--- config.mk ---
export PLATFORM = sky130hd
export DESIGN_NAME = tone_gen_dish_control_sequencer
export DESIGN_NICKNAME = d
export VERILOG_FILES = /design/src/logic/tone_ctrl_pkg.sv /design/src/logic/tone_period_if.sv /design/src/logic/tone_period_meter.sv /design/src/logic/tone_gen_dish_control_sequencer.sv
export SDC_FILE = /design/constraint.sdc
export NUM_CORES = 1
export LEC_CHECK = 0
export BUFFER_PORTS_ARGS = -buffer_cell sky130_fd_sc_hd__clkbuf_2
export CORE_ASPECT_RATIO = 1.25
export CORE_UTILIZATION = 53
export DETAILED_ROUTE_END_ITERATION = 8
export GPL_TIMING_DRIVEN = 0
export PLACE_DENSITY = 0.71
export REMOVE_ABC_BUFFERS = 1
export SLEW_MARGIN = 30
export SYNTH_ARGS = -nofsm -noshare
export SYNTH_HDL_FRONTEND = slang
export SYNTH_SLANG_ARGS = --single-unit
--- constraint.sdc ---
create_clock -name core_clk -period 2.85 [get_ports core_clk]
set_input_delay 0.285 -clock core_clk [delete_from_list [all_inputs] [get_ports core_clk]]
set_output_delay 0.285 -clock core_clk [all_outputs]
set_load 0.005 [all_outputs]
--- src/logic/tone_ctrl_pkg.sv ---
/*
  Constants and types shared by the tone control sequencer and its follow detector.
  Assumes a single 10 MHz core clock.
*/
package tone_ctrl_pkg;
  // Core clock rate in Hz
  localparam int unsigned ClkHz = 10000000;
  // Nominal carrier, 22 kHz: integer division gives 454 cycles (45.4 us) a period
  localparam int unsigned ToneHz = 22000;
  localparam int unsigned TonePeriodCyc = ClkHz / ToneHz;
  localparam int unsigned ToneHalfCyc = TonePeriodCyc / 2;
  // Start delay 1.5 T and stop delay 2 T, counted in core cycles
  localparam int unsigned StartDelayCyc = (TonePeriodCyc * 3) / 2;
  localparam int unsigned StopDelayCyc = TonePeriodCyc * 2;
  // Accepted follow-input band, 20 to 24 kHz, as full-period cycle counts
  localparam int unsigned FollowMinHz = 20000;
  localparam int unsigned FollowMaxHz = 24000;
  localparam int unsigned PeriodMinCyc = ClkHz / FollowMaxHz;
  localparam int unsigned PeriodMaxCyc = (ClkHz + FollowMinHz - 1) / FollowMinHz;
  // Transmit-enable settle before a burst, 500 us
  localparam int unsigned TxSettleUs = 500;
  localparam int unsigned TxSettleCyc = TxSettleUs * (ClkHz / 1000000);
  // Receive detector holds its decision this long without a valid edge
  localparam int unsigned RxHoldCyc = StopDelayCyc;
  // Counter width covering every count above
  localparam int unsigned CntW = 13;
  typedef logic [CntW-1:0] cnt_t;
  // Register bit positions of the five-bit system register write field
  localparam int unsigned SysTxEnBit = 0;
  localparam int unsigned SysBurstBit = 1;
  localparam int unsigned SysVselBit = 2;
  localparam int unsigned SysLlcBit = 3;
  localparam int unsigned SysEnBit = 4;
  localparam int unsigned SysW = 5;
  // Output level codes
  typedef enum logic [1:0] {LvlOff, Lvl13v4, Lvl18v5, Lvl19v5} level_t;
  // Follow detector states
  typedef enum logic [1:0] {FolIdle, FolArm, FolOn} follow_state_t;

  // Check that a measured period lies within the accepted band
  function automatic logic periodOk(input cnt_t p);
    periodOk = (p >= cnt_t'(PeriodMinCyc)) && (p <= cnt_t'(PeriodMaxCyc));
  endfunction : periodOk
endpackage : tone_ctrl_pkg

--- src/logic/tone_period_if.sv ---
/*
  Interface carrying period measurement results between the top and detectors.
  Assumes both sides run on core_clk.
*/
`timescale 1ns/10ps
interface tone_period_if;
  logic edgeSeen; // One-cycle pulse on each rising input edge
  logic periodValid; // Last completed period within band
  logic timedOut; // No edge for longer than the stop delay
  modport meas (output edgeSeen, output periodValid, output timedOut);
  modport user (input edgeSeen, input periodValid, input timedOut);
endinterface : tone_period_if

--- src/logic/tone_period_meter.sv ---
/*
  Measures the period of a synchronised square wave and flags band and timeout.
  Assumes the input is already synchronised to core_clk.
*/
`timescale 1ns/10ps
module tone_period_meter
  import tone_ctrl_pkg::*;
(
  input wire logic core_clk,
  input wire logic resetn,
  input wire logic sigIn,
  tone_period_if.meas res
);
  logic prev_r, prev_nxt; // Previous sample for edge finding
  tone_ctrl_pkg::cnt_t cnt_r, cnt_nxt; // Cycles since last rising edge
  logic valid_r, valid_nxt; // Band decision of last period
  logic rise; // Rising edge this cycle

  // Next-state logic: count between rising edges, judge each period
  always_comb begin
    rise = sigIn && !prev_r;
    prev_nxt = sigIn;
    valid_nxt = valid_r;
    if (rise) begin
      cnt_nxt = '0;
      valid_nxt = periodOk(cnt_r + cnt_t'(1));
    end else if (cnt_r < cnt_t'(StopDelayCyc)) begin
      cnt_nxt = cnt_r + cnt_t'(1);
    end else begin
      // Saturate so a dead input stays timed out
      cnt_nxt = cnt_r;
      valid_nxt = 1'b0;
    end
  end

  // Register stage
  always_ff @(posedge core_clk) begin
    if (!resetn) begin
      prev_r <= 1'b0;
      cnt_r <= cnt_t'(StopDelayCyc);
      valid_r <= 1'b0;
    end else begin
      prev_r <= prev_nxt;
      cnt_r <= cnt_nxt;
      valid_r <= valid_nxt;
    end
  end

  assign res.edgeSeen = rise;
  assign res.periodValid = valid_r;
  assign res.timedOut = (cnt_r >= cnt_t'(StopDelayCyc));
endmodule : tone_period_meter

--- src/logic/tone_gen_dish_control_sequencer.sv ---
/*
  Tone path control: carrier generator, follow-input detector, receive
  detector, diagnostic flag, transmit-enable sequencing and level selection.
  Assumes all pins are asynchronous; all but the two fault pins are synchronised here; register bits
  arrive already latched by the serial interface on core_clk.
*/
// How it works
// - Modulation pin gates the internal carrier
// - Carrier 22 kHz, half period high
// - Follow tone starts 1.5 periods after edge
// - Follow tone stops 2 periods after input
// - Follow accepts 20-24 kHz input periods
// - Receive tone drives open-drain output low
// - Tone diagnostic flag readable by host
// - Transmit enable is pin OR bit
// - Burst allowed 500 us after enable
// - Level pin honoured only with select bit
// - Protection status and settings read back
// - Address pin picks one of two addresses
// - Five system register bits control functions
// - Diagnostic set when tone out of limits
`timescale 1ns/10ps
module tone_gen_dish_control_sequencer
  import tone_ctrl_pkg::*;
(
  input wire logic core_clk,
  input wire logic resetn,
  input wire logic tone_modulation_in,
  input wire logic tone_follow_in,
  input wire logic tx_enable,
  input wire logic [tone_ctrl_pkg::SysW-1:0] system_register,
  input wire logic tone_receive_in,
  input wire logic level_select_pin,
  input wire logic addr_select_pin,
  input wire logic thermal_fault_in,
  input wire logic overload_fault_in,
  output logic tone_tx_output,
  output logic tone_detect_out_o,
  output logic tone_detect_out_oe_n,
  output logic tone_diag_flag,
  output logic tx_ready,
  output tone_ctrl_pkg::level_t regulator_output,
  output logic addr_select,
  output logic [tone_ctrl_pkg::SysW-1:0] settings_readback,
  output logic thermal_status,
  output logic overload_status
);
  // Two-stage synchronisers for every pin except the two fault inputs, which are registered once
  logic [5:0] sync1_r, sync2_r;
  logic modSync, folSync, txPinSync, rxSync, lvlSync, adrSync;

  always_ff @(posedge core_clk) begin
    if (!resetn) begin
      sync1_r <= 6'h00;
      sync2_r <= 6'h00;
    end else begin
      sync1_r <= {addr_select_pin, level_select_pin, tone_receive_in,
                  tx_enable, tone_follow_in, tone_modulation_in};
      sync2_r <= sync1_r;
    end
  end
  assign {adrSync, lvlSync, rxSync, txPinSync, folSync, modSync} = sync2_r;

  // Period meters for the follow input and the receive input
  tone_period_if folIf ();
  tone_period_if rxIf ();
  tone_period_meter folMeter (
    .core_clk(core_clk),
    .resetn(resetn),
    .sigIn(folSync),
    .res(folIf.meas)
  );
  tone_period_meter rxMeter (
    .core_clk(core_clk),
    .resetn(resetn),
    .sigIn(rxSync),
    .res(rxIf.meas)
  );

  // Carrier divider, settle timer, follow state and output registers
  cnt_t carCnt_r, carCnt_nxt; // Position inside one carrier period
  logic carrier_r, carrier_nxt; // Free-running carrier square wave
  cnt_t settle_r, settle_nxt; // Cycles since transmit enable rose
  logic ready_r, ready_nxt; // Transmit settle time elapsed
  follow_state_t fol_r, fol_nxt; // Follow detector state
  cnt_t folCnt_r, folCnt_nxt; // Start delay counter
  logic txOut_r, txOut_nxt;
  logic detOeN_r, detOeN_nxt; // Detector output enable, low while a tone is heard
  logic diag_r, diag_nxt;
  level_t lvl_r, lvl_nxt;
  logic adr_r, adr_nxt;
  logic [SysW-1:0] rb_r, rb_nxt;
  logic therm_r, therm_nxt, ovl_r, ovl_nxt;
  logic txEn, gateOn;

  // Next-state logic for the whole tone path
  always_comb begin
    txEn = txPinSync || system_register[SysTxEnBit];
    // Carrier divider: half period high, half low, nominal 22 kHz
    if (carCnt_r >= cnt_t'(TonePeriodCyc - 1)) begin
      carCnt_nxt = '0;
    end else begin
      carCnt_nxt = carCnt_r + cnt_t'(1);
    end
    carrier_nxt = (carCnt_nxt < cnt_t'(ToneHalfCyc));
    // Settle timer: counts while enabled, clears when dropped
    settle_nxt = settle_r;
    ready_nxt = ready_r;
    if (!txEn) begin
      settle_nxt = '0;
      ready_nxt = 1'b0;
    end else if (settle_r < cnt_t'(TxSettleCyc)) begin
      settle_nxt = settle_r + cnt_t'(1);
    end else begin
      ready_nxt = 1'b1;
    end
    // Follow detector: arm on first edge, start after 1.5 T, stop after 2 T silence
    fol_nxt = fol_r;
    folCnt_nxt = folCnt_r;
    case (fol_r)
      FolIdle: begin
        if (folIf.edgeSeen) begin
          fol_nxt = FolArm;
          folCnt_nxt = '0;
        end
      end
      FolArm: begin
        if (folIf.timedOut) begin
          fol_nxt = FolIdle; // Lone edge, no tone
        end else if (folCnt_r >= cnt_t'(StartDelayCyc - 1)) begin
          fol_nxt = FolOn;
        end else begin
          folCnt_nxt = folCnt_r + cnt_t'(1);
        end
      end
      FolOn: begin
        if (folIf.timedOut) begin
          fol_nxt = FolIdle;
        end
      end
      default: fol_nxt = FolIdle;
    endcase
    // Output gate: needs transmit enable, and the settle time for pin or bit bursts
    // An out-of-band follow wave raises the diagnostic flag but sends no tone
    gateOn = txEn && ((ready_r && (modSync || system_register[SysBurstBit]))
             || (fol_r == FolOn && folIf.periodValid));
    txOut_nxt = gateOn && carrier_r;
    // Receive decision: present while periods in band and not timed out
    detOeN_nxt = !(rxIf.periodValid && !rxIf.timedOut);
    // Diagnostic: follow detector in FolOn but follow input running outside the band
    diag_nxt = (fol_r == FolOn) && !folIf.periodValid;
    // Level selection, pin honoured only when the select bit is set
    if (!system_register[SysEnBit]) begin
      lvl_nxt = LvlOff;
    end else if (system_register[SysVselBit] && lvlSync) begin
      lvl_nxt = system_register[SysLlcBit] ? Lvl19v5 : Lvl18v5;
    end else begin
      lvl_nxt = Lvl13v4;
    end
    adr_nxt = adrSync;
    rb_nxt = system_register;
    therm_nxt = thermal_fault_in;
    ovl_nxt = overload_fault_in;
  end

  // Register stage
  always_ff @(posedge core_clk) begin
    if (!resetn) begin
      carCnt_r <= '0;
      carrier_r <= 1'b0;
      settle_r <= '0;
      ready_r <= 1'b0;
      fol_r <= FolIdle;
      folCnt_r <= '0;
      txOut_r <= 1'b0;
      detOeN_r <= 1'b1;
      diag_r <= 1'b0;
      lvl_r <= LvlOff;
      adr_r <= 1'b0;
      rb_r <= '0;
      therm_r <= 1'b0;
      ovl_r <= 1'b0;
    end else begin
      carCnt_r <= carCnt_nxt;
      carrier_r <= carrier_nxt;
      settle_r <= settle_nxt;
      ready_r <= ready_nxt;
      fol_r <= fol_nxt;
      folCnt_r <= folCnt_nxt;
      txOut_r <= txOut_nxt;
      detOeN_r <= detOeN_nxt;
      diag_r <= diag_nxt;
      lvl_r <= lvl_nxt;
      adr_r <= adr_nxt;
      rb_r <= rb_nxt;
      therm_r <= therm_nxt;
      ovl_r <= ovl_nxt;
    end
  end

  // Open drain: drive low only while a tone is present
  assign tone_tx_output = txOut_r;
  assign tone_detect_out_o = 1'b0;
  assign tone_detect_out_oe_n = detOeN_r;
  assign tone_diag_flag = diag_r;
  assign tx_ready = ready_r;
  assign regulator_output = lvl_r;
  assign addr_select = adr_r;
  assign settings_readback = rb_r;
  assign thermal_status = therm_r;
  assign overload_status = ovl_r;
endmodule : tone_gen_dish_control_sequencer

==> metrics.txt, run 1 <==
# TYPE chip_impl_metric gauge
chip_impl_metric{name="initial_cell_density_of_the_core",unit="%"} 55.1
chip_impl_info{name="cts_tree",value="yes"} 1
chip_impl_metric{name="gr-total-overflow",unit=""} 0
chip_impl_metric{name="area_growth",unit="%"} 8.60
chip_impl_metric{name="routability_cong",unit=""} 0.811
chip_impl_metric{name="syn-mean-instance-area",unit="um2"} 9.08
chip_impl_metric{name="p_leak",unit="nW"} 1.75
chip_impl_info{name="holdCritPathClass",value="input pin to flop"} 1
chip_impl_info{name="clockRootBuffer",value="sky130_fd_sc_hd__clkbuf_8"} 1
chip_impl_metric{name="netlist-cell-type-count",unit=""} 60
chip_impl_metric{name="place_hpwl",unit="um"} 5180
chip_impl_metric{name="die_h",unit="um"} 103
chip_impl_info{name="setup.worst_path.end_class",value="flop"} 1
chip_impl_metric{name="die_w",unit="um"} 82.8
chip_impl_metric{name="floorplan.core_area",unit="um2"} 7840
chip_impl_metric{name="top_level_ports",unit=""} 30
chip_impl_metric{name="power_per_cell_area",unit="nW/um2"} 533
chip_impl_metric{name="grt_pass1_vias",unit=""} 2855
chip_impl_metric{name="cp.arrival",unit="ns"} 2.35
chip_impl_metric{name="synth_top_area_share",unit="%"} 45.4
chip_impl_metric{name="pin_count_of_the_biggest_net_entering_global_routing",unit=""} 57
chip_impl_metric{name="drive_above_1_share",unit="%"} 11.8
chip_impl_metric{name="cts_setup_buffers",unit=""} 0
chip_impl_info{name="rsz0062_at_grt",value="no"} 1
chip_impl_metric{name="std_cell_rows",unit=""} 36
chip_impl_info{name="cp-start-kind",value="flop"} 1
chip_impl_metric{name="grt_pass1_wl",unit="um"} 12300
chip_impl_metric{name="synth_seq_cells",unit=""} 98
chip_impl_metric{name="ctsHoldBuffers",unit=""} 0
chip_impl_metric{name="slew_headroom",unit="%"} 41.2
chip_impl_info{name="run_status",value="complete, no violations"} 1
chip_impl_metric{name="port-buffer-count",unit=""} 28
chip_impl_metric{name="share_of_the_yosys_chip_area_belonging_to_registers",unit="%"} 45.4
chip_impl_metric{name="ys_async_sr_fraction",unit="%"} 0
chip_impl_metric{name="max-clock-path-buffers",unit=""} 2
chip_impl_info{name="ys.flop_type",value="sky130_fd_sc_hd__dfxtp_1"} 1
chip_impl_metric{name="grt_antenna_before_repair",unit=""} 0
chip_impl_metric{name="max_freq",unit="GHz"} 0.482
chip_impl_info{name="critPathKind",value="flop to flop"} 1
chip_impl_metric{name="antenna-diode-count",unit=""} 0
chip_impl_metric{name="fin_worst_skew",unit="ns"} 0.0119
chip_impl_metric{name="path_clk_slew",unit="ns"} 0.11
chip_impl_metric{name="ctsResizeCount",unit=""} 0
chip_impl_metric{name="postSynthCellCount",unit=""} 476
chip_impl_metric{name="globalRouteTotalUtil",unit="%"} 18.5
chip_impl_metric{name="dieArea",unit="um2"} 8520
chip_impl_metric{name="mappedNetlistArea",unit="um2"} 4320
chip_impl_metric{name="final_hold_viol_count",unit=""} 0
chip_impl_metric{name="cts_htree_levels",unit=""} 3
chip_impl_metric{name="drt-wirelength-per-cell",unit="um"} 12.7
chip_impl_metric{name="tns",unit="ns"} 0
chip_impl_metric{name="worstPathMaxFanout",unit=""} 9
chip_impl_metric{name="synth-edff-count",unit=""} 0
chip_impl_metric{name="nets",unit=""} 522
chip_impl_metric{name="multi_input_combinational_cell_area",unit="um2"} 2200
chip_impl_metric{name="detail_route.iter0.violations",unit=""} 116
chip_impl_metric{name="worst_slew_pin_slew",unit="ns"} 0.881
chip_impl_metric{name="cts_buf_count",unit=""} 9
chip_impl_metric{name="fillerInstances",unit=""} 694
chip_impl_metric{name="num_vias",unit=""} 3286
chip_impl_info{name="synth.top_cells.by_area",value="sky130_fd_sc_hd__dfxtp_1 (45%), sky130_fd_sc_hd__and2_1 (4.1%), sky130_fd_sc_hd__xnor2_1 (3.9%), sky130_fd_sc_hd__nor2_1 (3.8%), sky130_fd_sc_hd__ha_1 (3.2%)"} 1
chip_impl_metric{name="finalWorstPathRequiredPeriod",unit="ns"} 2.07
chip_impl_metric{name="worst_ir_drop_vdd",unit="V"} 0.000322
chip_impl_metric{name="post_drt_via_cell_ratio",unit=""} 5.51
chip_impl_metric{name="drt_drc_violations_left",unit=""} 0
chip_impl_metric{name="synthesis_warning_total",unit=""} 0
chip_impl_metric{name="fin_crit_sh",unit="%"} 72.8
chip_impl_metric{name="total_power",unit="mW"} 2.50
chip_impl_metric{name="cp_data_required_time",unit="ns"} 3.13
chip_impl_metric{name="timing.final.setup_violations",unit=""} 0
chip_impl_metric{name="drt_first_pass_iters",unit=""} 5
chip_impl_metric{name="final-max-slew-violation-count",unit=""} 0
chip_impl_metric{name="cts.sink_count",unit=""} 98
chip_impl_metric{name="final-seq-area",unit="um2"} 1960
chip_impl_info{name="post-synth-top-area-cell",value="sky130_fd_sc_hd__dfxtp_1"} 1
chip_impl_metric{name="antenna_left",unit=""} 0
chip_impl_metric{name="max_cap_violations",unit=""} 0
chip_impl_metric{name="wirelength",unit="um"} 7570
chip_impl_metric{name="clk_latency",unit="ns"} 0.36
## layer usage
metal / vias to the layer above / global-route usage (%) / routed length (um)
met1: 1534 / 22.5 / 3540
met5: - / 0 / 0
met2: 43 / 31.4 / 3720
met4: 0 / 7.82 / 99
li1: 1701 / - / -
met3: 8 / 3.98 / 198
## synthesized netlist by cell type, types with 3 or more instances
library cell	n
sky130_fd_sc_hd__ha_1	11
sky130_fd_sc_hd__or3_1	9
sky130_fd_sc_hd__a211oi_1	3
sky130_fd_sc_hd__buf_2	8
sky130_fd_sc_hd__nor2b_1	7
sky130_fd_sc_hd__nand2b_1	6
sky130_fd_sc_hd__and3_1	16
sky130_fd_sc_hd__o22ai_1	3
sky130_fd_sc_hd__and2_1	28
sky130_fd_sc_hd__a21oi_1	21
sky130_fd_sc_hd__nand2_1	31
sky130_fd_sc_hd__nor2_1	44
sky130_fd_sc_hd__nand4_1	15
sky130_fd_sc_hd__nand3_1	22
sky130_fd_sc_hd__xor2_1	15
sky130_fd_sc_hd__o21ai_0	19
sky130_fd_sc_hd__o21ai_1	5
sky130_fd_sc_hd__nor3_1	8
sky130_fd_sc_hd__nor4_1	3
sky130_fd_sc_hd__nor4_2	3
sky130_fd_sc_hd__a2111oi_2	3
sky130_fd_sc_hd__mux2i_1	3
sky130_fd_sc_hd__xnor2_1	19
sky130_fd_sc_hd__and4_1	4
sky130_fd_sc_hd__inv_1	18
sky130_fd_sc_hd__dfxtp_1	98
sky130_fd_sc_hd__clkbuf_1	12
## worst max-delay path, stage by stage, from the launching register on
cell                        delay (ns)
sky130_fd_sc_hd__dfxtp_1          0.49
sky130_fd_sc_hd__ha_1             0.37
sky130_fd_sc_hd__and4_1           0.29
sky130_fd_sc_hd__and4_1           0.24
sky130_fd_sc_hd__xor2_1           0.17
sky130_fd_sc_hd__o2111ai_1        0.13
sky130_fd_sc_hd__o32ai_1          0.30
## power by group
group	switching, mW	total (mW)	leakage (nW)	internal, mW
clock	0.535	0.884	0.103	0.349
combinational	0.0950	0.166	0.849	0.0712
sequential	0.0402	1.45	0.799	1.41
## kinds of logic after synthesis
logic type                 after synthesis  share of synthesized area [%]
and+or+nand+nor                        201                           24.8
buffers and inverters                   41                           4.14
AOI/OAI and AO/OA                       87                           14.8
xor gates and xnor gates                34                           6.89
adders and majority gates               11                           3.19
other                                    1                         0.0868
DFF                                     98                           45.4
muxes                                    3                          0.695
## stage by stage
stage | setup slack [ns] | util (%) | cells | area (um2) | hold WS (ns)
6_report | 0.776 | 59.9 | 596 | 4690 | 0.119
3_3_place_gp | 0.857 | 57.2 | 580 | 4480 | 0.390
4_1_cts | 0.811 | 59.9 | 596 | 4690 | 0.102
2_1_floorplan | 1.05 | - | 457 | 4220 | 0.361
5_1_grt | 0.573 | 59.9 | 596 | 4690 | 0.0974
3_5_place_dp | 0.842 | 57.2 | 580 | 4490 | 0.406
## placed cells by master (no fill, tap or decap), types with 8 or more instances in the layout
master,count
sky130_fd_sc_hd__nand4_1,15
sky130_fd_sc_hd__nand2_1,31
sky130_fd_sc_hd__and3_1,16
sky130_fd_sc_hd__a21oi_1,21
sky130_fd_sc_hd__nor3_1,8
sky130_fd_sc_hd__and2_1,28
sky130_fd_sc_hd__xor2_1,15
sky130_fd_sc_hd__nand3_1,22
sky130_fd_sc_hd__inv_1,18
sky130_fd_sc_hd__o21ai_0,19
sky130_fd_sc_hd__ha_1,11
sky130_fd_sc_hd__clkbuf_8,9
sky130_fd_sc_hd__dfxtp_1,98
sky130_fd_sc_hd__xnor2_1,19
sky130_fd_sc_hd__or3_1,9
sky130_fd_sc_hd__nor2_1,44
sky130_fd_sc_hd__clkbuf_2,28
## path summary, 6_finish.rpt
check / from / endpoint / slack [ns] / depth (start not counted)
max: rxMeter.cnt_r[0]$_SDFFE_PP0N_ / rxMeter.res.periodValid$_SDFFE_PN0P_ / 0.78 / 6
min: thermal_fault_in / thermal_status$_SDFF_PN0_ / 0.12 / 2
max reg2reg: rxMeter.cnt_r[0]$_SDFFE_PP0N_ / rxMeter.res.periodValid$_SDFFE_PN0P_ / 0.78 / 6
min reg2reg: carrier_r$_SDFF_PN0_ / tone_tx_output$_SDFF_PN0_ / 0.42 / 2
## registers in the layout, indices dropped and copies added (netlist names), 2 cells and up
| register | cells |
|---|---|
| settle_r | 13 |
| folCnt_r | 13 |
| sync2_r | 6 |
| rxMeter.cnt_r | 13 |
| carCnt_r | 13 |
| folMeter.cnt_r | 13 |
| settings_readback | 5 |
| sync1_r | 6 |
| fol_r | 2 |
| regulator_output | 2 |
## cell type report
class	count	area share, %
Clock buffer	9	2.64
Clock inverter	7	1.73
Inverter	18	1.44
Multi-Input combinational cell	341	46.9
Sequential cell	98	41.8
Tap cell	95	2.53
Timing Repair Buffer	28	2.99
Power figures use the tool's default switching activity.
==> inputs of run 2 (changes only) <==
--- a/config.mk
+++ b/config.mk
@@ -5,6 +5,7 @@
 export SDC_FILE = /design/constraint.sdc
 export NUM_CORES = 1
 export LEC_CHECK = 0
+export ABC_AREA = 1
 export BUFFER_PORTS_ARGS = -buffer_cell sky130_fd_sc_hd__clkbuf_2
 export CORE_ASPECT_RATIO = 1.25
 export CORE_UTILIZATION = 53
==> constraint.sdc (replaced) <==
create_clock -name core_clk -period 2.1 [get_ports core_clk]
set_input_delay 0.21 -clock core_clk [delete_from_list [all_inputs] [get_ports core_clk]]
set_output_delay 0.21 -clock core_clk [all_outputs]
set_load 0.005 [all_outputs]
==> run 2 against run 1 <==
Highest routed layer unchanged. Non-clock buffer count did not move. Sequential share of layout area fell by 2.9 points. Wire length rose by 15%. Global-route usage rose by 2.0 points. Sequential cell count did not move. Worst setup slack got worse by 0.44 ns. Sequential power rose by 52%. Power rose by 81%. Core utilization rose by 0.70 points. Clock power rose by 36%. First-iteration DRC count rose by 32%.
==> metrics.txt, run 2 <==
# TYPE chip_impl_metric gauge
chip_impl_info{name="holdCritPathClass",value="input pin to flop"} 1
chip_impl_metric{name="fin_worst_skew",unit="ns"} 0.00825
chip_impl_metric{name="antenna-diode-count",unit=""} 0
chip_impl_metric{name="max_freq",unit="GHz"} 0.566
chip_impl_metric{name="globalRouteTotalUtil",unit="%"} 20.5
chip_impl_metric{name="final_hold_viol_count",unit=""} 0
chip_impl_metric{name="max_cap_violations",unit=""} 0
chip_impl_metric{name="multi_input_combinational_cell_area",unit="um2"} 2240
chip_impl_info{name="ys.flop_type",value="sky130_fd_sc_hd__dfxtp_1"} 1
chip_impl_metric{name="area_growth",unit="%"} 9.12
chip_impl_metric{name="ys_async_sr_fraction",unit="%"} 0
chip_impl_metric{name="floorplan.core_area",unit="um2"} 8330
chip_impl_metric{name="wirelength",unit="um"} 8720
chip_impl_metric{name="port-buffer-count",unit=""} 28
chip_impl_metric{name="stdcell_count",unit=""} 793
chip_impl_metric{name="dieArea",unit="um2"} 9110
chip_impl_info{name="setup.worst_path.end_class",value="flop"} 1
chip_impl_metric{name="tns",unit="ns"} 0
chip_impl_metric{name="finalWorstPathRequiredPeriod",unit="ns"} 1.77
chip_impl_metric{name="mappedNetlistArea",unit="um2"} 4630
chip_impl_info{name="synth.most_common_cell",value="sky130_fd_sc_hd__nand2_1"} 1
chip_impl_metric{name="pnr_worst_setup_slack",unit="ns"} 0.334
chip_impl_metric{name="grt_pass1_vias",unit=""} 3602
chip_impl_metric{name="cp.arrival",unit="ns"} 1.98
chip_impl_metric{name="max-clock-path-buffers",unit=""} 2
chip_impl_metric{name="min_delay_path_depth",unit=""} 3
chip_impl_metric{name="std_cell_rows",unit=""} 37
chip_impl_metric{name="ctsHoldBuffers",unit=""} 0
chip_impl_metric{name="cp_data_required_time",unit="ns"} 2.32
chip_impl_metric{name="cts_htree_levels",unit=""} 3
chip_impl_metric{name="post_drt_via_cell_ratio",unit=""} 4.97
chip_impl_info{name="worstPathCellList",value="inv_1 -> nand2_1 -> o21ai_1 -> nand3_1 -> nand2_1 -> inv_1 -> o21ai_0 -> a21oi_1"} 1
chip_impl_metric{name="die_h",unit="um"} 106
chip_impl_metric{name="clk_latency",unit="ns"} 0.36
chip_impl_metric{name="worst_ir_drop_vdd",unit="V"} 0.000461
chip_impl_metric{name="share_of_the_yosys_chip_area_belonging_to_registers",unit="%"} 42.4
chip_impl_metric{name="synthesis_warning_total",unit=""} 0
chip_impl_metric{name="path_clk_slew",unit="ns"} 0.09
chip_impl_metric{name="postSynthCellCount",unit=""} 656
chip_impl_info{name="cts_tree",value="yes"} 1
chip_impl_info{name="worstReg2RegStart",value="settle_r[3]$_SDFFE_PN0N_"} 1
chip_impl_metric{name="pin_count_of_the_biggest_net_entering_global_routing",unit=""} 41
chip_impl_info{name="clockRootBuffer",value="sky130_fd_sc_hd__clkbuf_8"} 1
chip_impl_metric{name="worstRegToRegCells",unit=""} 8
chip_impl_metric{name="gr-total-overflow",unit=""} 0
chip_impl_metric{name="synth-edff-count",unit=""} 0
chip_impl_metric{name="final-max-slew-violation-count",unit=""} 0
chip_impl_info{name="critPathKind",value="flop to flop"} 1
chip_impl_metric{name="num_vias",unit=""} 3943
chip_impl_metric{name="detail_route.iter0.violations",unit=""} 153
chip_impl_metric{name="power_per_cell_area",unit="nW/um2"} 894
chip_impl_metric{name="slew_headroom",unit="%"} 47.6
chip_impl_metric{name="cts.sink_count",unit=""} 98
chip_impl_metric{name="grt_antenna_before_repair",unit=""} 0
chip_impl_metric{name="syn-mean-instance-area",unit="um2"} 7.05
chip_impl_info{name="post-synth-top-area-cell",value="sky130_fd_sc_hd__dfxtp_1"} 1
chip_impl_metric{name="drt-wirelength-per-cell",unit="um"} 11.0
chip_impl_metric{name="place_worst_setup_slack",unit="ns"} -0.284
chip_impl_metric{name="drive_above_1_share",unit="%"} 11.4
chip_impl_metric{name="synth_top_area_share",unit="%"} 42.4
chip_impl_metric{name="drt_drc_violations_left",unit=""} 0
chip_impl_metric{name="max_stage_delay",unit="ns"} 0.36
chip_impl_info{name="hold_path_startpoint",value="thermal_fault_in"} 1
chip_impl_info{name="run_status",value="complete, no violations"} 1
chip_impl_metric{name="nets",unit=""} 717
chip_impl_metric{name="cts_buf_count",unit=""} 9
chip_impl_metric{name="fillerInstances",unit=""} 807
chip_impl_info{name="most_common_library_cell_in_the_layout_ignoring_fill_and_taps",value="sky130_fd_sc_hd__nand2_1"} 1
chip_impl_info{name="timing.hold.worst_endpoint",value="thermal_status$_SDFF_PN0_"} 1
chip_impl_metric{name="numPlacedInstances",unit=""} 776
chip_impl_metric{name="place_hpwl",unit="um"} 6210
chip_impl_info{name="worst_path_max_delay_cell",value="sky130_fd_sc_hd__dfxtp_1"} 1
chip_impl_metric{name="initial_cell_density_of_the_core",unit="%"} 55.5
chip_impl_metric{name="top_level_ports",unit=""} 30
chip_impl_info{name="synth_top_cells_by_count",value="sky130_fd_sc_hd__nand2_1 (166), sky130_fd_sc_hd__inv_1 (99), sky130_fd_sc_hd__dfxtp_1 (98)"} 1
chip_impl_info{name="cp-start-kind",value="flop"} 1
chip_impl_info{name="rsz0062_at_grt",value="no"} 1
chip_impl_metric{name="timing.reg2reg.setup_slack",unit="ns"} 0.33
chip_impl_info{name="synth.top_cells.by_area",value="sky130_fd_sc_hd__dfxtp_1 (42%), sky130_fd_sc_hd__nand2_1 (13%), sky130_fd_sc_hd__inv_1 (8.0%), sky130_fd_sc_hd__nor2_1 (6.2%), sky130_fd_sc_hd__nand3_1 (5.6%)"} 1
chip_impl_metric{name="fin_crit_sh",unit="%"} 84.1
chip_impl_metric{name="grt_pass1_wl",unit="um"} 15100
chip_impl_metric{name="synth_seq_cells",unit=""} 98
chip_impl_metric{name="die_w",unit="um"} 85.6
chip_impl_info{name="layout.cells.most_common_list",value="sky130_fd_sc_hd__nand2_1 (166), sky130_fd_sc_hd__inv_1 (98), sky130_fd_sc_hd__dfxtp_1 (98), sky130_fd_sc_hd__nor2_1 (76), sky130_fd_sc_hd__nand3_1 (52)"} 1
chip_impl_metric{name="p_leak",unit="nW"} 2.27
chip_impl_metric{name="routability_cong",unit=""} 0.866
chip_impl_metric{name="worst_slew_pin_slew",unit="ns"} 0.787
chip_impl_metric{name="antenna_left",unit=""} 0
chip_impl_metric{name="timing.final.setup_violations",unit=""} 0
chip_impl_metric{name="netlist-cell-type-count",unit=""} 39
chip_impl_metric{name="drt_first_pass_iters",unit=""} 4
chip_impl_metric{name="final-seq-area",unit="um2"} 1960
chip_impl_metric{name="worstPathMaxFanout",unit=""} 15
chip_impl_info{name="timing.rr.end",value="settle_r[4]$_SDFFE_PN0N_"} 1
## run 2: cell types whose count changed after synthesis, sizes merged, moves of 18 or more
cell and delta:
nor2 +43, and2 -28, nand2 +143, inv +86, xnor2 -18, nand3 +30
## run 2: worst max-delay path by stage
stage                              startpoint                                     to  slack [ns]
2_1_floorplan  folMeter.cnt_r[0]$_SDFFE_PP0N_  folMeter.res.periodValid$_SDFFE_PN0P_        0.69
3_3_place_gp                           resetn          rxMeter.cnt_r[6]$_SDFFE_PP0N_       -0.21
3_5_place_dp                           resetn         folMeter.cnt_r[6]$_SDFFE_PP0N_       -0.28
4_1_cts                                resetn         folMeter.cnt_r[6]$_SDFFE_PP0N_         0.1
5_1_grt                                resetn         folMeter.cnt_r[6]$_SDFFE_PP0N_        0.09
6_report             settle_r[3]$_SDFFE_PN0N_               settle_r[4]$_SDFFE_PN0N_        0.33
## run 2: metal layers
layer  up-vias  track usage [%]  routed length (um)
met3        13             4.27                 234
met1      1770             24.4                4160
met4         0             8.93                 161
met5         -                0                   0
met2        42             35.4                4160
li1       2118                -                   -
## run 2: repair_timing
action,in CTS,in global routing
setup buffers,0,0
gates resized for setup,0,2
endpoints found under the hold margin,0,0
setup endpoints to repair,0,14
## run 2: layout make-up
class / instances / area share [%]
multi-input cells: 449 / 44.3
flip-flops and latches: 98 / 38.9
inverters: 104 / 7.81
repair buffers: 28 / 2.78
clock buffers: 12 / 2.68
well taps: 97 / 2.40
clock inverters: 4 / 1.02
repair inverters: 1 / 0.0992
## run 2: per-stage QoR
step / instance area (um2) / hold WS (ns) / total power [mW] / util, %
after CTS: 5040 / 0.0102 / 4.54 / 60.5
after global routing: 5050 / 0.00911 / 4.84 / 60.6
after global placement: 4850 / 0.390 / 3.31 / 58.2
after detailed placement: 4850 / 0.396 / 3.35 / 58.2
final: 5050 / 0.0217 / 4.51 / 60.6
after floorplan: 4590 / 0.279 / 3.07 / -
## run 2: report_power, final
part           internal (mW)  switching (mW)
logic                  0.356           0.750
registers               2.02           0.185
clock network          0.555           0.642
## run 2: worst max-delay path, delay by kind of cell, from the launching register on
kind / cells / cell delay [ns]
AND/OR/NAND/NOR: 3 / 0.49
flip-flops: 1 / 0.36
AO/OA/AOI/OAI: 3 / 0.43
buffers and inverters: 2 / 0.34
## run 2: cell families after synthesis
family | Yosys count | synth area share (%)
and+or+nand+nor | 347 | 32.6
other | 1 | 0.0811
buffers and inverters | 113 | 9.52
adders and majority gates | 11 | 2.98
xor gates and xnor gates | 19 | 3.60
AOI/OAI and AO/OA | 67 | 8.76
DFF | 98 | 42.4
==> inputs of run 3 (changes only) <==
--- a/config.mk
+++ b/config.mk
@@ -11,7 +11,7 @@
 export CORE_UTILIZATION = 53
 export DETAILED_ROUTE_END_ITERATION = 8
 export GPL_TIMING_DRIVEN = 0
-export PLACE_DENSITY = 0.71
+export PLACE_DENSITY = 0.74
 export REMOVE_ABC_BUFFERS = 1
 export SLEW_MARGIN = 30
 export SYNTH_ARGS = -nofsm -noshare
==> constraint.sdc (replaced) <==
create_clock -name core_clk -period 1.6 [get_ports core_clk]
set_input_delay 0.16 -clock core_clk [delete_from_list [all_inputs] [get_ports core_clk]]
set_output_delay 0.16 -clock core_clk [all_outputs]
set_load 0.005 [all_outputs]
==> run 3 against run 2 <==
Sequential cell count stayed put. Design area is 7.6% higher. Core utilization is 4.6 points higher. Non-clock buffer count is 24 higher. Hold slack better by 0.16 ns. Worst setup slack worse by 0.26 ns. Final cell count is 3.0% higher. Clock power is 48% higher. Power is 39% higher. Critical path depth is 1 higher. Via count is 5.8% higher. Critical path type unchanged.
==> metrics.txt, run 3 (synthesis results as in run 2) <==
# TYPE chip_impl_metric gauge
chip_impl_metric{name="tns",unit="ns"} 0
chip_impl_metric{name="grt_pass1_wl",unit="um"} 15800
chip_impl_metric{name="post_drt_via_cell_ratio",unit=""} 5.11
chip_impl_metric{name="worst_slew_pin_slew",unit="ns"} 0.545
chip_impl_metric{name="grt_antenna_before_repair",unit=""} 0
chip_impl_metric{name="antenna_left",unit=""} 0
chip_impl_metric{name="fin_crit_sh",unit="%"} 95.5
chip_impl_metric{name="die_w",unit="um"} 85.6
chip_impl_metric{name="slew_headroom",unit="%"} 63.5
chip_impl_metric{name="place_worst_setup_slack",unit="ns"} -0.737
chip_impl_info{name="hold_path_startpoint",value="resetn"} 1
chip_impl_info{name="setup.worst_path.end_class",value="flop"} 1
chip_impl_metric{name="top_level_ports",unit=""} 30
chip_impl_info{name="timing.rr.end",value="rxMeter.res.periodValid$_SDFFE_PN0P_"} 1
chip_impl_info{name="worstReg2RegStart",value="rxMeter.cnt_r[2]$_SDFFE_PN1P_"} 1
chip_impl_metric{name="cts_htree_levels",unit=""} 3
chip_impl_info{name="run_status",value="complete, no violations"} 1
chip_impl_metric{name="pin_count_of_the_biggest_net_entering_global_routing",unit=""} 42
chip_impl_metric{name="total_power",unit="mW"} 6.26
chip_impl_metric{name="multi_input_combinational_cell_area",unit="um2"} 2340
chip_impl_info{name="worst_path_max_delay_cell",value="sky130_fd_sc_hd__dfxtp_1"} 1
chip_impl_metric{name="final_hold_viol_count",unit=""} 0
chip_impl_metric{name="drive_above_1_share",unit="%"} 16.8
chip_impl_metric{name="cts_buf_count",unit=""} 9
chip_impl_info{name="timing.hold.worst_endpoint",value="rxMeter.cnt_r[7]$_SDFFE_PN1P_"} 1
chip_impl_info{name="cts_tree",value="yes"} 1
chip_impl_metric{name="max_stage_delay",unit="ns"} 0.40
chip_impl_metric{name="fillerInstances",unit=""} 723
chip_impl_info{name="rsz0062_at_grt",value="yes"} 1
chip_impl_metric{name="antenna-diode-count",unit=""} 0
chip_impl_metric{name="globalRouteTotalUtil",unit="%"} 21.5
chip_impl_info{name="critPathKind",value="flop to flop"} 1
chip_impl_metric{name="num_vias",unit=""} 4172
chip_impl_metric{name="grt_pass1_vias",unit=""} 3766
chip_impl_metric{name="die_h",unit="um"} 106
chip_impl_metric{name="drt_first_pass_iters",unit=""} 4
chip_impl_metric{name="cp_data_required_time",unit="ns"} 1.88
chip_impl_metric{name="p_leak",unit="nW"} 2.41
chip_impl_metric{name="cts.sink_count",unit=""} 98
chip_impl_info{name="cp-start-kind",value="flop"} 1
chip_impl_metric{name="finalWorstPathRequiredPeriod",unit="ns"} 1.53
chip_impl_metric{name="max_freq",unit="GHz"} 0.655
chip_impl_metric{name="area_growth",unit="%"} 17.4
chip_impl_metric{name="wirelength",unit="um"} 9340
chip_impl_metric{name="initial_cell_density_of_the_core",unit="%"} 55.5
chip_impl_metric{name="path_clk_slew",unit="ns"} 0.09
chip_impl_metric{name="timing.reg2reg.setup_slack",unit="ns"} 0.07
chip_impl_metric{name="timing.final.setup_violations",unit=""} 0
chip_impl_info{name="worstPathCellList",value="nand3_1 -> nor2_4 -> buf_4 -> xor2_1 -> nand2_1 -> nand3_1 -> nor2_1 -> nand2_1 -> nand2_1"} 1
chip_impl_metric{name="cp.arrival",unit="ns"} 1.81
chip_impl_info{name="holdCritPathClass",value="input pin to flop"} 1
chip_impl_metric{name="place_hpwl",unit="um"} 6220
chip_impl_info{name="clockRootBuffer",value="sky130_fd_sc_hd__clkbuf_8"} 1
chip_impl_info{name="most_common_library_cell_in_the_layout_ignoring_fill_and_taps",value="sky130_fd_sc_hd__nand2_1"} 1
chip_impl_info{name="layout.cells.most_common_list",value="sky130_fd_sc_hd__nand2_1 (160), sky130_fd_sc_hd__inv_1 (95), sky130_fd_sc_hd__dfxtp_1 (88), sky130_fd_sc_hd__nor2_1 (73), sky130_fd_sc_hd__nand3_1 (52)"} 1
chip_impl_metric{name="worstPathMaxFanout",unit=""} 6
chip_impl_metric{name="stdcell_count",unit=""} 817
chip_impl_metric{name="drt-wirelength-per-cell",unit="um"} 11.4
chip_impl_metric{name="worstRegToRegCells",unit=""} 9
chip_impl_metric{name="fin_worst_skew",unit="ns"} 0.00610
chip_impl_metric{name="final-max-slew-violation-count",unit=""} 0
chip_impl_metric{name="nets",unit=""} 742
chip_impl_metric{name="routability_cong",unit=""} 0.877
chip_impl_metric{name="gr-total-overflow",unit=""} 0
chip_impl_metric{name="std_cell_rows",unit=""} 37
chip_impl_metric{name="max-clock-path-buffers",unit=""} 2
chip_impl_metric{name="drt_drc_violations_left",unit=""} 0
chip_impl_metric{name="pnr_worst_setup_slack",unit="ns"} 0.0722
chip_impl_metric{name="port-buffer-count",unit=""} 28
chip_impl_metric{name="numPlacedInstances",unit=""} 776
chip_impl_metric{name="detail_route.iter0.violations",unit=""} 138
chip_impl_metric{name="floorplan.core_area",unit="um2"} 8330
chip_impl_info{name="critical_path.startpoint",value="rxMeter.cnt_r[2]$_SDFFE_PN1P_"} 1
chip_impl_metric{name="min_delay_path_depth",unit=""} 2
chip_impl_metric{name="max_cap_violations",unit=""} 0
chip_impl_metric{name="power_per_cell_area",unit="nW/um2"} 1150
chip_impl_metric{name="final-seq-area",unit="um2"} 1980
chip_impl_metric{name="dieArea",unit="um2"} 9110
chip_impl_metric{name="worst_ir_drop_vdd",unit="V"} 0.000715
chip_impl_info{name="critical_path.most_common_cell",value="sky130_fd_sc_hd__nand2_1"} 1
chip_impl_metric{name="clk_latency",unit="ns"} 0.37
## run 3: critical path, delay by kind of cell (launching register included)
family                 cells  cell delay (ns)
buffers and inverters      1             0.14
flip-flops                 1             0.40
AND/OR/NAND/NOR            7             0.71
XOR/XNOR                   1             0.19
## run 3: through the flow
step	area, um2	hold slack, ns	utilization, %
6_report	5430	0.179	65.2
3_3_place_gp	4850	0.341	58.2
4_1_cts	5230	0.286	62.7
2_1_floorplan	4590	0.229	-
5_1_grt	5430	0.185	65.2
3_5_place_dp	4850	0.347	58.2
## run 3: where the power goes
group,leakage [nW],internal [mW],total (mW),switching (mW)
clock,0.109,0.925,1.78,0.859
sequential,0.805,2.68,2.94,0.258
combinational,1.49,0.517,1.54,1.02
## run 3: worst max-delay path by stage
stage	cells after the start	endpoint
after floorplan	11	folMeter.res.periodValid$_SDFFE_PN0P_
after global placement	5	folMeter.cnt_r[6]$_SDFFE_PP0N_
after detailed placement	5	folMeter.cnt_r[6]$_SDFFE_PP0N_
after CTS	9	folCnt_r[4]$_SDFFE_PN0P_
after global routing	10	rxMeter.res.periodValid$_SDFFE_PN0P_
final	9	rxMeter.res.periodValid$_SDFFE_PN0P_
## run 3: per-layer routing
layer  up-vias  global-route usage [%]  share of wire, %
met4         0                    8.93               2.1
met5         -                       0                 0
met2        66                    37.1                50
met3        22                    5.43               3.1
met1      1914                    25.2                45
li1       2170                       -                 -
## run 3: timing repair
| action | in CTS | in global routing |
|---|---|---|
| gates cloned | 1 | 1 |
| hold buffers | 13 | 0 |
| resized for setup | 7 | 44 |
| hold endpoints to repair | 14 | 0 |
| setup buffers | 0 | 11 |
| endpoints found under the setup margin | 36 | 41 |
| pin swaps | 1 | 10 |
## run 3: cell type report
| class | instances | share of cell area, % |
|---|---|---|
| clock inverter | 5 | 1.57 |
| sequential | 98 | 36.5 |
| inverter | 104 | 7.42 |
| timing repair buffer | 52 | 6.50 |
| multi-input combinational | 450 | 43.1 |
| timing repair inverter | 1 | 0.0922 |
| clock buffer | 10 | 2.53 |
| tap | 97 | 2.24 |
